[config.mk]
export PLATFORM = sky130hd
export DESIGN_NAME = sram_host
export DESIGN_NICKNAME = d
export VERILOG_FILES = /design/src/sram_host_pkg.sv /design/src/sram_host.sv
export VERILOG_INCLUDE_DIRS = /design/src /design/src/src
export SDC_FILE = /design/constraint.sdc
export NUM_CORES = 1
export LEC_CHECK = 0
export ABC_CLOCK_PERIOD_IN_PS = 4000
export BUFFER_PORTS_ARGS = -buffer_cell sky130_fd_sc_hd__buf_2
export CORE_MARGIN = 3
export CORE_UTILIZATION = 52
export DETAILED_ROUTE_END_ITERATION = 8
export GPL_ROUTABILITY_DRIVEN = 0
export HOLD_SLACK_MARGIN = 0.12
export MAX_ROUTING_LAYER = met4
export PLACE_DENSITY = 0.8
export SLEW_MARGIN = 20
export SYNTH_ARGS = -nofsm -noshare
export SYNTH_HDL_FRONTEND = slang
export SYNTH_SLANG_ARGS = --single-unit
[constraint.sdc]
create_clock -name sys_clk -period 4 [get_ports sys_clk]
set_clock_uncertainty 0.1 [all_clocks]
set_input_delay 0.2 -clock sys_clk [delete_from_list [all_inputs] [get_ports sys_clk]]
set_output_delay 0.2 -clock sys_clk [all_outputs]
set_load 0.005 [all_outputs]
[src/sram_host_defines.svh]
// Purpose: timing and geometry constants for the async SRAM host controller
// Assumes: 100 MHz sys_clk (10 ns period)
// Notes: cycle counts derive from ns figures; least times round up
`ifndef SRAM_HOST_DEFINES_SVH
`define SRAM_HOST_DEFINES_SVH

`define CLK_PERIOD_NS 10
`define ADDR_WIDTH 13
`define DATA_WIDTH 8
`define MEM_DEPTH 8192
// Least times in ns
`define ADDRESS_ACCESS_TIME_NS 25
`define WRITE_TO_FLOAT_DELAY_NS 12
`define DESELECT_TO_FLOAT_DELAY_NS 12
`define ADDRESS_SETUP_TO_WRITE_END_NS 20
`define WRITE_DATA_SETUP_NS 12
`define DESELECT_TO_POWERDOWN_DELAY_NS 20
// Cycle counts, rounded up, at least one
`define CEIL_CYC(ns) (((ns) + `CLK_PERIOD_NS - 1) / `CLK_PERIOD_NS)
`define READ_WAIT_CYC `CEIL_CYC(`ADDRESS_ACCESS_TIME_NS + `CLK_PERIOD_NS)
`define FLOAT_WAIT_CYC `CEIL_CYC(`WRITE_TO_FLOAT_DELAY_NS)
`define WRITE_PULSE_CYC `CEIL_CYC(`ADDRESS_SETUP_TO_WRITE_END_NS)
`define RECOVER_CYC `CEIL_CYC(`DESELECT_TO_FLOAT_DELAY_NS)
`define CNT_WIDTH 4

`endif

[src/sram_host_pkg.sv]
// Purpose: types for the async SRAM host controller
// Assumes: constants come from sram_host_defines.svh
// Notes: none
`include "sram_host_defines.svh"
package sram_host_pkg;
	typedef struct packed {
		logic write;
		logic [`ADDR_WIDTH-1:0] addr;
		logic [`DATA_WIDTH-1:0] wdata;
	} host_req_t;

	typedef struct packed {
		logic select_active_low;
		logic select_active_high;
		logic output_enable_n;
		logic write_enable_n;
		logic [`ADDR_WIDTH-1:0] addr;
	} sram_ctrl_t;

	typedef enum logic [4:0] {
		ST_IDLE = 5'h01,
		ST_READ = 5'h02,
		ST_WR_SETUP = 5'h04,
		ST_WR_PULSE = 5'h08,
		ST_RECOVER = 5'h10
	} host_state_t;
endpackage

[src/sram_host.sv]
// Purpose: host controller driving an 8k x 8 asynchronous static memory
// Assumes: memory pins are sampled synchronous to sys_clk
// Notes: one access at a time; req_ready high only in idle
//   the memory is deselected between accesses so it can power down
//   read data is sampled as a synchronous input, with no resync stage
//   a write is ended by the strobe and both selects on one edge
// Functional notes
// - Write strobe high means read, low means write; it stays high through reads.
// - All write qualifiers must be valid to start a write; the first to drop ends it.
// - Write data is stable for the setup time before and the hold time after write end.
// - Address is stable for the setup time before and the hold time after write end.
// - For a select-timed read the address is valid before both enables go active; here address, selects and output enable change on one edge.
`timescale 1ns/1ps
`include "sram_host_defines.svh"

module sram_host
	import sram_host_pkg::*;
(
	input wire logic sys_clk,
	input wire logic rst_b,
	input sram_host_pkg::host_req_t req,
	input wire logic req_valid,
	output logic req_ready,
	output logic [`DATA_WIDTH-1:0] rdata,
	output logic rdata_valid,
	output sram_host_pkg::sram_ctrl_t sram_ctrl,
	output logic [`DATA_WIDTH-1:0] data_bus_pins_out,
	output logic data_bus_pins_oe,
	input wire logic [`DATA_WIDTH-1:0] data_bus_pins_in
);
	import sram_host_pkg::*;

	// Phase lengths in clock cycles; each counts down to one
	localparam logic [`CNT_WIDTH-1:0] READ_WAIT = `CNT_WIDTH'(`READ_WAIT_CYC);
	localparam logic [`CNT_WIDTH-1:0] FLOAT_WAIT = `CNT_WIDTH'(`FLOAT_WAIT_CYC);
	localparam logic [`CNT_WIDTH-1:0] WRITE_PULSE = `CNT_WIDTH'(`WRITE_PULSE_CYC);
	localparam logic [`CNT_WIDTH-1:0] RECOVER = `CNT_WIDTH'(`RECOVER_CYC);

	host_state_t state_reg;
	logic [`CNT_WIDTH-1:0] count_reg;
	logic [`ADDR_WIDTH-1:0] addr_reg;
	logic [`DATA_WIDTH-1:0] wdata_reg;
	logic count_done;
	logic take_req;
	logic read_phase;
	logic write_phase;
	logic access_phase;
	logic data_hold;

	assign count_done = (count_reg == `CNT_WIDTH'h1);

	// ==========================================================
	// Phase decode
	always_comb begin
		take_req = (state_reg == ST_IDLE) && req_valid;
		read_phase = (state_reg == ST_READ);
		write_phase = (state_reg == ST_WR_SETUP) || (state_reg == ST_WR_PULSE);
		access_phase = read_phase || write_phase;
		// One extra driven cycle after the strobe edge gives the data hold
		data_hold = (state_reg == ST_RECOVER) && (count_reg == RECOVER) && data_bus_pins_oe;
	end

	// ==========================================================
	// Sequencer
	always_ff @(posedge sys_clk) begin
		if (!rst_b) begin
			state_reg <= ST_IDLE;
			count_reg <= `CNT_WIDTH'h0;
		end else begin
			unique case (state_reg)
				// Requests are looked at only here; others wait
				ST_IDLE: begin
					if (req_valid) begin
						if (req.write) begin
							state_reg <= ST_WR_SETUP;
							count_reg <= FLOAT_WAIT;
						end else begin
							state_reg <= ST_READ;
							count_reg <= READ_WAIT;
						end
					end
				end
				// Selected with outputs on for the access time
				ST_READ: begin
					if (count_done) begin
						state_reg <= ST_RECOVER;
						count_reg <= RECOVER;
					end else begin
						count_reg <= count_reg - `CNT_WIDTH'h1;
					end
				end
				// Selected, strobe low, our drivers off until memory floats
				ST_WR_SETUP: begin
					if (count_done) begin
						state_reg <= ST_WR_PULSE;
						count_reg <= WRITE_PULSE;
					end else begin
						count_reg <= count_reg - `CNT_WIDTH'h1;
					end
				end
				// Data driven, strobe still low
				ST_WR_PULSE: begin
					if (count_done) begin
						state_reg <= ST_RECOVER;
						count_reg <= RECOVER;
					end else begin
						count_reg <= count_reg - `CNT_WIDTH'h1;
					end
				end
				// Deselected; lets the memory float before next access
				ST_RECOVER: begin
					if (count_done) begin
						state_reg <= ST_IDLE;
					end else begin
						count_reg <= count_reg - `CNT_WIDTH'h1;
					end
				end
				// Stray code: fall back to a safe idle
				default: begin
					state_reg <= ST_IDLE;
					count_reg <= `CNT_WIDTH'h0;
				end
			endcase
		end
	end

	// ==========================================================
	// Address latch, taken with the request
	always_ff @(posedge sys_clk) begin
		if (!rst_b) begin
			addr_reg <= `ADDR_WIDTH'h0;
		end else if (take_req) begin
			addr_reg <= req.addr;
		end
	end

	// ==========================================================
	// Write data latch
	always_ff @(posedge sys_clk) begin
		if (!rst_b) begin
			wdata_reg <= `DATA_WIDTH'h0;
		end else if (take_req) begin
			// Latched for reads too; the driver stays off then
			wdata_reg <= req.wdata;
		end
	end

	// ==========================================================
	// Memory pins, all registered
	always_ff @(posedge sys_clk) begin
		if (!rst_b) begin
			sram_ctrl.select_active_low <= 1'b1;
			sram_ctrl.select_active_high <= 1'b0;
			sram_ctrl.output_enable_n <= 1'b1;
			sram_ctrl.write_enable_n <= 1'b1;
			sram_ctrl.addr <= `ADDR_WIDTH'h0;
		end else begin
			// Address moves on the same edge as select, held through recovery
			sram_ctrl.addr <= addr_reg;
			// Deselect between accesses to let the memory power down
			sram_ctrl.select_active_low <= !access_phase;
			sram_ctrl.select_active_high <= access_phase;
			sram_ctrl.output_enable_n <= !read_phase;
			// Strobe ends the write together with deselect, one common edge
			sram_ctrl.write_enable_n <= !write_phase;
		end
	end

	// ==========================================================
	// Write data driver
	always_ff @(posedge sys_clk) begin
		if (!rst_b) begin
			data_bus_pins_out <= `DATA_WIDTH'h0;
			data_bus_pins_oe <= 1'b0;
		end else begin
			// Drive only after the float delay; held one cycle past write end
			data_bus_pins_oe <= (state_reg == ST_WR_PULSE) || data_hold;
			data_bus_pins_out <= wdata_reg;
		end
	end

	// ==========================================================
	// Read capture
	always_ff @(posedge sys_clk) begin
		if (!rst_b) begin
			rdata <= `DATA_WIDTH'h0;
			rdata_valid <= 1'b0;
		end else begin
			rdata_valid <= read_phase && count_done;
			if (read_phase && count_done) begin
				rdata <= data_bus_pins_in;
			end
		end
	end

	// ==========================================================
	// Request handshake
	always_ff @(posedge sys_clk) begin
		if (!rst_b) begin
			req_ready <= 1'b0;
		end else begin
			// Drops at once when a request is taken in idle
			req_ready <= ((state_reg == ST_IDLE) && !req_valid) ||
				((state_reg == ST_RECOVER) && count_done);
		end
	end
endmodule // sram_host

After elaboration in Yosys (flattened, before gate mapping):

Cells that the tools add are included.

* bits in registers: 66
* input port bits: 33
* output and inout bits: 36
* logic and storage cells: 56

* $add $sub $neg: 1
* eq/ne operators: 12
* mux-type cells: 11
* reductions and logical operators: 18

Operator list (number)
* two-way mux 5 bit: 4
* one-hot mux 5 bit (4 select lines): 1
* two-way mux 4 bit: 3
* one-hot mux 4 bit (3 select lines): 1
* inequality test 2 bit (second input constant): 4
* logical AND 1 bit: 6
* two-way mux 3 bit: 2
* == test 5 x 1 -> 1 bit (second input constant): 1
* == test 5 x 2 -> 1 bit (second input constant): 1
* == test 5 x 3 -> 1 bit (second input constant): 1
* == test 5 x 4 -> 1 bit (second input constant): 1
* == test 5 bit (second input constant): 1
* == test 4 x 1 -> 1 bit (second input constant): 1
* == test 4 x 2 -> 1 bit (second input constant): 1
* zero test 1 bit: 4
* logical OR 1 bit: 4
* AND reduction 4 bit: 1
* subtractor 4 x 1 -> 4 bit (second input constant): 1
* OR reduction 3 bit: 1
* inequality test 2 x 1 -> 1 bit (second input constant): 1
* AND reduction 2 bit: 1
* OR reduction 2 bit: 1

Logic depth before layout (Yosys ltp):

Gate-level depths: netlist of the first run.

* depth in word-level cells: 4
* mapped depth: 7
* gate-level depth less buffers: 7

Least setup slack after synthesis of the first run:

OpenSTA, ideal clock, no wires.

* path type: reg2reg
* start: register state_reg[1]
* end: register count_reg[1]
* library setup time: 0.117 ns
* arrival: 1.451 ns
* required time: 3.783 ns
* path slack: 2.332 ns
* stages on the path, launching flop included: 5
* buffers on the path: 0
* period minus slack after synthesis: 1.668 ns
* cells stage by stage: dfxtp_1 or4b_4 o311ai_1 nor3_2 a22o_1

* longest elaborated chain between the ends: 3
* elaborated cells between the ends (all ways): 10
* classes of those cells: 7 x eq/ne; 1 x mux; 2 x reduce/logical

RTL lines
* start, declared: RTL line sram_host.sv:39 `host_state_t state_reg;`
* start signal, assigned: RTL line sram_host.sv:67 `state_reg <= ST_IDLE;`
* start signal, assigned: RTL line sram_host.sv:75 `state_reg <= ST_WR_SETUP;`
* start signal, assigned: RTL line sram_host.sv:78 `state_reg <= ST_READ;`
* == test 5 x 2 -> 1 bit (tied with other cells): RTL line sram_host.sv:70 `unique case (state_reg)`
* OR reduction 3 bit (no source line) or inequality test 2 bit (tied branches)
* one-hot mux 4 bit (3 select lines) or AND reduction 2 bit (tied branches)
* end signal, assigned: RTL line sram_host.sv:68 `` count_reg <= `CNT_WIDTH'h0; ``
* end signal, assigned: RTL line sram_host.sv:89 `` count_reg <= count_reg - `CNT_WIDTH'h1; ``
* end signal, assigned: RTL line sram_host.sv:98 `` count_reg <= count_reg - `CNT_WIDTH'h1; ``
* end, declared: RTL line sram_host.sv:40 `` logic [`CNT_WIDTH-1:0] count_reg; ``

Several ways; a longest one is shown, not always the timed one.
A chain may end at the register's enable or synchronous reset.

Final worst setup path of the first run:

* start: register state_reg[1]
* end: register wdata_reg[7]

* longest elaborated chain between the ends: 2

RTL lines
* == test 5 x 1 -> 1 bit: RTL line sram_host.sv:55 `take_req = (state_reg == ST_IDLE) && req_valid;`
* logical AND 1 bit: RTL line sram_host.sv:55
* end signal, assigned: RTL line sram_host.sv:141 `` wdata_reg <= `DATA_WIDTH'h0; ``
* end signal, assigned: RTL line sram_host.sv:144 `wdata_reg <= req.wdata;`
* end, declared: RTL line sram_host.sv:42 `` logic [`DATA_WIDTH-1:0] wdata_reg; ``

Every way passes these cells.

==> results of run 1 <==
[metrics by stage]
stage	utilization	total power (W)	cell area [sq um]	hold slack, ns
floorplan	-	0.0007951	2399	0.2360
global placement	0.6230	0.0008347	2750	0.3270
detailed placement	0.6230	0.0008382	2750	0.3361
CTS	0.7347	0.001393	3243	0.1589
global route	0.7347	0.001446	3243	0.1726
finish	0.7347	0.001384	3243	0.1735
[metal layers]
| layer | wire length [microns] | up-vias | track usage |
|---|---|---|---|
| met1 | 2162 | 956 | 0.2346 |
| met2 | 2681 | 60 | 0.3563 |
| li1 | - | 1062 | - |
| met5 | 0 | - | - |
| met3 | 229 | 7 | 0.04104 |
| met4 | 97 | 0 | 0.1046 |
[Yosys cell counts (2+ instances only)]
cell type  count  area share
dfxtp_1       66        0.55
nand2_1       48       0.075
a21oi_1       23       0.048
and2_1        22       0.057
nor2_1        19       0.030
inv_1          9       0.014
mux2i_1        8       0.033
buf_2          7       0.015
clkbuf_1       7       0.011
nor3_1         4      0.0083
a22o_1         3       0.011
ha_1           3       0.016
nand3_1        3      0.0063
o21ai_0        3      0.0063
a31oi_1        2      0.0052
and3_1         2      0.0052
nand3b_1       2      0.0063
nor4_1         2      0.0052
o21ai_1        2      0.0042
o311ai_1       2      0.0073
xor2_1         2      0.0073
[what timing repair did]
action / 4_1_cts / 5_1_grt
setup buffers: 0 / 0
hold buffers: 30 / 0
endpoints found under the hold margin: 30 / 0
[cells by family after synthesis]
| kind of cell | Yosys count | share of synthesized area |
|---|---|---|
| simple gates | 110 | 0.2253 |
| xor+xnor | 3 | 0.01096 |
| flops | 66 | 0.5509 |
| fa+ha+maj | 3 | 0.01565 |
| mux | 8 | 0.03339 |
| buf+inv | 23 | 0.03964 |
| compound gates | 46 | 0.1242 |
[how the worst max path moves through the flow]
stage | to | slack [ns] | cells past startpoint
final | wdata_reg[7] | 2.00 | 5
after global routing | addr_reg[8] | 1.76 | 5
after CTS | state_reg[1] | 1.99 | 5
after detailed placement | state_reg[1] | 2.00 | 5
after global placement | state_reg[1] | 2.08 | 5
after floorplan | count_reg[1] | 2.33 | 4
[worst max-delay path, cell delays in order (launching register included)]
cell and delay (ns):
dfxtp_1 0.62, nor2_1 0.12, and3_1 0.21, nand2_1 0.54, nand2_1 0.15, a21oi_1 0.17
[power by group]
| group | internal [W] | switching, W | leakage, nW |
|---|---|---|---|
| logic | 0.0000704 | 0.0000707 | 0.855 |
| clock network | 0.000299 | 0.000238 | 0.0941 |
| registers | 0.000687 | 0.0000188 | 0.537 |
| total | 0.00106 | 0.000328 | 1.49 |
[placed cells by master (no fill, tap or decap), drive strengths merged, types with 2 or more instances in the layout]
cell	instances
buf	69
dfxtp	66
nand2	48
dlygate4sd3	30
a21oi	24
and2	22
nor2	19
clkbuf	10
inv	9
mux2i	8
nor3	5
o21ai	5
nand3	3
a22o	3
ha	3
nand3b	2
xor2	2
and3	2
o311ai	2
nor4	2
a31oi	2
clkinv	2
clkinvlp	2
nand4	2
o32ai	2
[area by class of cell]
class                           instances  area, sq um  area share
Clock inverter                          5        55.05     0.01698
Tap cell                               52        65.06     0.02006
Multi-Input combinational cell        170        982.2      0.3029
Inverter                                9        33.78     0.01042
Sequential cell                        66         1321      0.4074
Clock buffer                           10        137.6     0.04244
Timing Repair Buffer                   99        648.1      0.1998
==> flow_summary.yaml, run 1 <==
finish:
  largest_register_ffs: 17
  fin_cells: 411
  diodes: 0
  num-fill-cells: 331
  nets: 391
  syn_to_final_growth_pct: 35.21
  drive_gt1_frac: 0.2507
worst_setup_path:
  r2r-end: "wdata_reg[7]"
  worst_r2r_path_depth: 5
  arrival_ns: 2.15
  r2r-start: "state_reg[1]"
  cp.required_ns: 4.15
  r2r_slack_ns: 2.00
  cp_max_fo: 22
  setup.worst_path.start: "state_reg[1]"
  crit_type: "reg2reg"
  critPathLaunchType: "flop"
  end_kind: "flop"
job:
  cap_violations: 0
die:
  start_util: 0.5434
  die_h_microns: 73.92
  pin_count: 69
  die-area_sq_um: 5463
  rows: 24
  fp.dieW_microns: 73.92
  core_sq_um: 4414
power_and_ir_drop:
  vdd_drop_max_uv: 246.5
  powerDensity_nw_per_um2: 426.8
  p_leak_nw: 1.487
min_path:
  hp-start: "req_valid"
  hold_class: "in2reg"
  whs_endpoint: "count_reg[3]"
  hold_depth: 4
status:
  status: "completed"
timing:
  finalCritPeriodShare: 0.5007
  finalHoldViolCount: 0
  worstMarginPinSlew_ns: 0.9539
  setup_viol: 0
  fin_ws_ns: 1.997
  slew_viol_final: 0
  max_freq_ghz: 0.4993
  rsz0062_at_grt: "no"
  fin_setup_tns_ns: 0
  min_period_ns: 2.003
  slew_headroom: 0.3634
synth:
  synth_flop_cell: "dfxtp_1"
  synth-seq-cells: 66
  syn_area_per_cell_sq_um: 9.261
  ys_seq_area_frac: 0.5509
  synthArstFlopShare: 0
  synth_edf_count: 0
  syn_inst: 259
  netlist_area_sq_um: 2399
  ys_warn_count: 0
  ys_types: 41
  syn-num-nets: 295
placement:
  dp_cells: 366
  hpwl_microns: 3206
  post-place-ws_ns: 2.003
  port-buffer-count: 68
routing:
  drt-total-wl_microns: 5169
  first_pass_iters: 4
  drcViolationCount: 0
  vias: 2085
  viasPerCell: 5.073
  drt_iter0_markers: 76
  ant_nets: 0
  post_drt_wl_per_cell_microns: 12.58
global_routing:
  grt-ovfl-total: 0
  grt_pass1_wl_microns: 8466
  grt_pass1_vias: 1913
  grt_util_all_layers: 0.2105
  antenna_found_initial: 0
  grt_max_degree: 33
clock_tree:
  clkTransAtPathRegs_ns: 0.07
  clock_path_buffers: 2
  cts_sinks: 66
  clock_latency_ns: 0.33
  cts-root-buf: "clkbuf_8"
  cts_resized: 0
  cts_buffers: 9
  cts_tree: "built"
  h-tree-depth: 3
(Power assumes the default switching activity.)
==> inputs of run 2 (changes only) <==
ABC_CLOCK_PERIOD_IN_PS = 1800   (was 4000)
CORE_UTILIZATION = 46   (was 52)
PLACE_DENSITY = 0.75   (was 0.8)
clock period = 1.8 ns   (was 4 ns; I/O delays follow)
==> run 2 against run 1 <==
  * Utilization decreased by 2.8 points
  * Wire length increased by 4.9%
  * Worst setup slack got worse by 2.0 ns
  * Highest routed layer unchanged
  * Clock-buffer cell count unchanged
  * Design area increased by 6.3%
  * Critical path depth unchanged
  * Largest cell class unchanged
  * Critical endpoint is now state_reg[2]
  * Register-to-register slack got worse by 2.0 ns
==> flow_summary.yaml, run 2 (synthesis results as in run 1) <==
power_and_ir_drop:
  powerDensity_nw_per_um2: 944.7
  vdd_drop_max_uv: 600.5
  p_leak_nw: 1.582
global_routing:
  grt_pass1_vias: 2026
  met1_usage: 0.2117
  grt_util_all_layers: 0.1899
  grt_most_used_layer: "met2"
  grt-ovfl-total: 0
  grt_use_met2: 0.3185
  grt_pass1_wl_microns: 8928
  use_met3: 0.03326
  grt_max_degree: 31
  antenna_found_initial: 0
die:
  die_h_microns: 78.21
  rows: 25
  die-area_sq_um: 6117
  fp.dieW_microns: 78.21
  pin_count: 69
  start_util: 0.4915
  core_sq_um: 4880
timing:
  finalHoldViolCount: 0
  rsz0062_at_grt: "yes"
  slew_viol_final: 0
  min_period_ns: 1.783
  fin_ws_ns: 0.01731
  finalCritPeriodShare: 0.9904
  worstMarginPinSlew_ns: 0.4636
  slew_headroom: 0.6909
  max_freq_ghz: 0.5610
  setup_viol: 0
clock_tree:
  cts_buffers: 9
  cts-root-buf: "clkbuf_8"
  cts_sinks: 66
  h-tree-depth: 3
  clkTransAtPathRegs_ns: 0.07
  clock_path_buffers: 2
  clock_latency_ns: 0.34
  cts_tree: "built"
status:
  status: "completed"
routing:
  drt-total-wl_microns: 5421
  vias: 2104
  ant_nets: 0
  first_pass_iters: 4
  viasPerCell: 4.739
  drt_iter0_markers: 90
  post_drt_wl_per_cell_microns: 12.21
  drcViolationCount: 0
finish:
  syn_to_final_growth_pct: 43.71
  drive_gt1_frac: 0.2918
  diodes: 0
  largest_register_ffs: 17
  final_cell_mix: "buf_2 (68), dfxtp_1 (64), nand2_1 (48)"
  fin_cells: 444
  num-fill-cells: 403
  layout_commonest_cell: "buf_2"
  seq_area_sq_um: 1324
  multi_input_area_sq_um: 1007
  nets: 408
worst_setup_path:
  cp_max_fo: 7
  arrival_ns: 1.96
  crit_type: "reg2reg"
  r2r_slack_ns: 0.02
  worst_r2r_path_depth: 5
  r2r-end: "state_reg[2]"
  r2r-start: "state_reg[4]"
  end_kind: "flop"
  critPathLaunchType: "flop"
  cp.required_ns: 1.98
min_path:
  whs_endpoint: "data_bus_pins_out[7]"
  hold_class: "reg2reg"
  hold_depth: 1
  hp-start: "wdata_reg[7]"
job:
  cap_violations: 0
placement:
  dp_cells: 395
  port-buffer-count: 68
  post-place-ws_ns: 0.09143
  hpwl_microns: 3464
run 2: cell types whose count changed in the layout (fill, tap and decap cells not counted), sizes merged:
cell	previous run	this run
inv	9	10
buf	69	84
dlygate4sd3	30	32
clkinvlp	2	1
bufinv	1	2
run 2: where the power goes:
group          switching [W]  internal (W)  total, W
clock network       0.000554      0.000784   0.00134
logic               0.000180      0.000184  0.000364
registers          0.0000281       0.00153   0.00155
total               0.000762       0.00249   0.00326
run 2: area by class of cell:
cell class,count,area share
clock buffer,10,0.03702
tap,67,0.02432
inverter,9,0.009800
sequential,66,0.3840
clock inverter,6,0.02613
timing repair buffer,116,0.2265
multi-input combinational,170,0.2922
run 2: repair_timing:
action | 4_1_cts | 5_1_grt
buffers inserted | 0 | 1
setup endpoints to repair | 0 | 10
endpoints found under the hold margin | 38 | 0
resized for setup | 0 | 7
hold buffers | 32 | 0
run 2: routing by layer:
layer  wire (microns)  vias up
met4              176        0
li1                 -     1090
met2             2680       59
met3              246       14
met5                0        -
met1             2318      941
run 2: critical path, cell delays in order (launching register included):
cell	delay (ns)
dfxtp_2	0.38
or4b_4	0.53
a21oi_2	0.33
buf_4	0.17
a32oi_1	0.10
nor2_1	0.11
run 2: stage by stage:
step                      hold WS, ns  cell area [sq um]  setup TNS (ns)  power [W]    util
after floorplan                0.1260               2399               0   0.001767       -
after global placement         0.2181               2874               0   0.001884  0.5890
after detailed placement       0.2308               2874               0   0.001889  0.5890
after CTS                      0.3521               3412               0   0.003271  0.6992
after global routing           0.3611               3447         -0.1637   0.003392  0.7064
final                          0.3501               3447               0   0.003256  0.7064
run 2: worst max path at each step:
| stage | start | end | slack (ns) | cells past startpoint |
|---|---|---|---|---|
| 2_1_floorplan | state_reg[1] | count_reg[1] | 0.13 | 4 |
| 3_3_place_gp | state_reg[4] | count_reg[1] | 0.11 | 4 |
| 3_5_place_dp | state_reg[4] | count_reg[1] | 0.09 | 4 |
| 4_1_cts | state_reg[4] | count_reg[1] | 0.07 | 4 |
| 5_1_grt | state_reg[1] | state_reg[2] | -0.08 | 5 |
| 6_report | state_reg[4] | state_reg[2] | 0.02 | 5 |
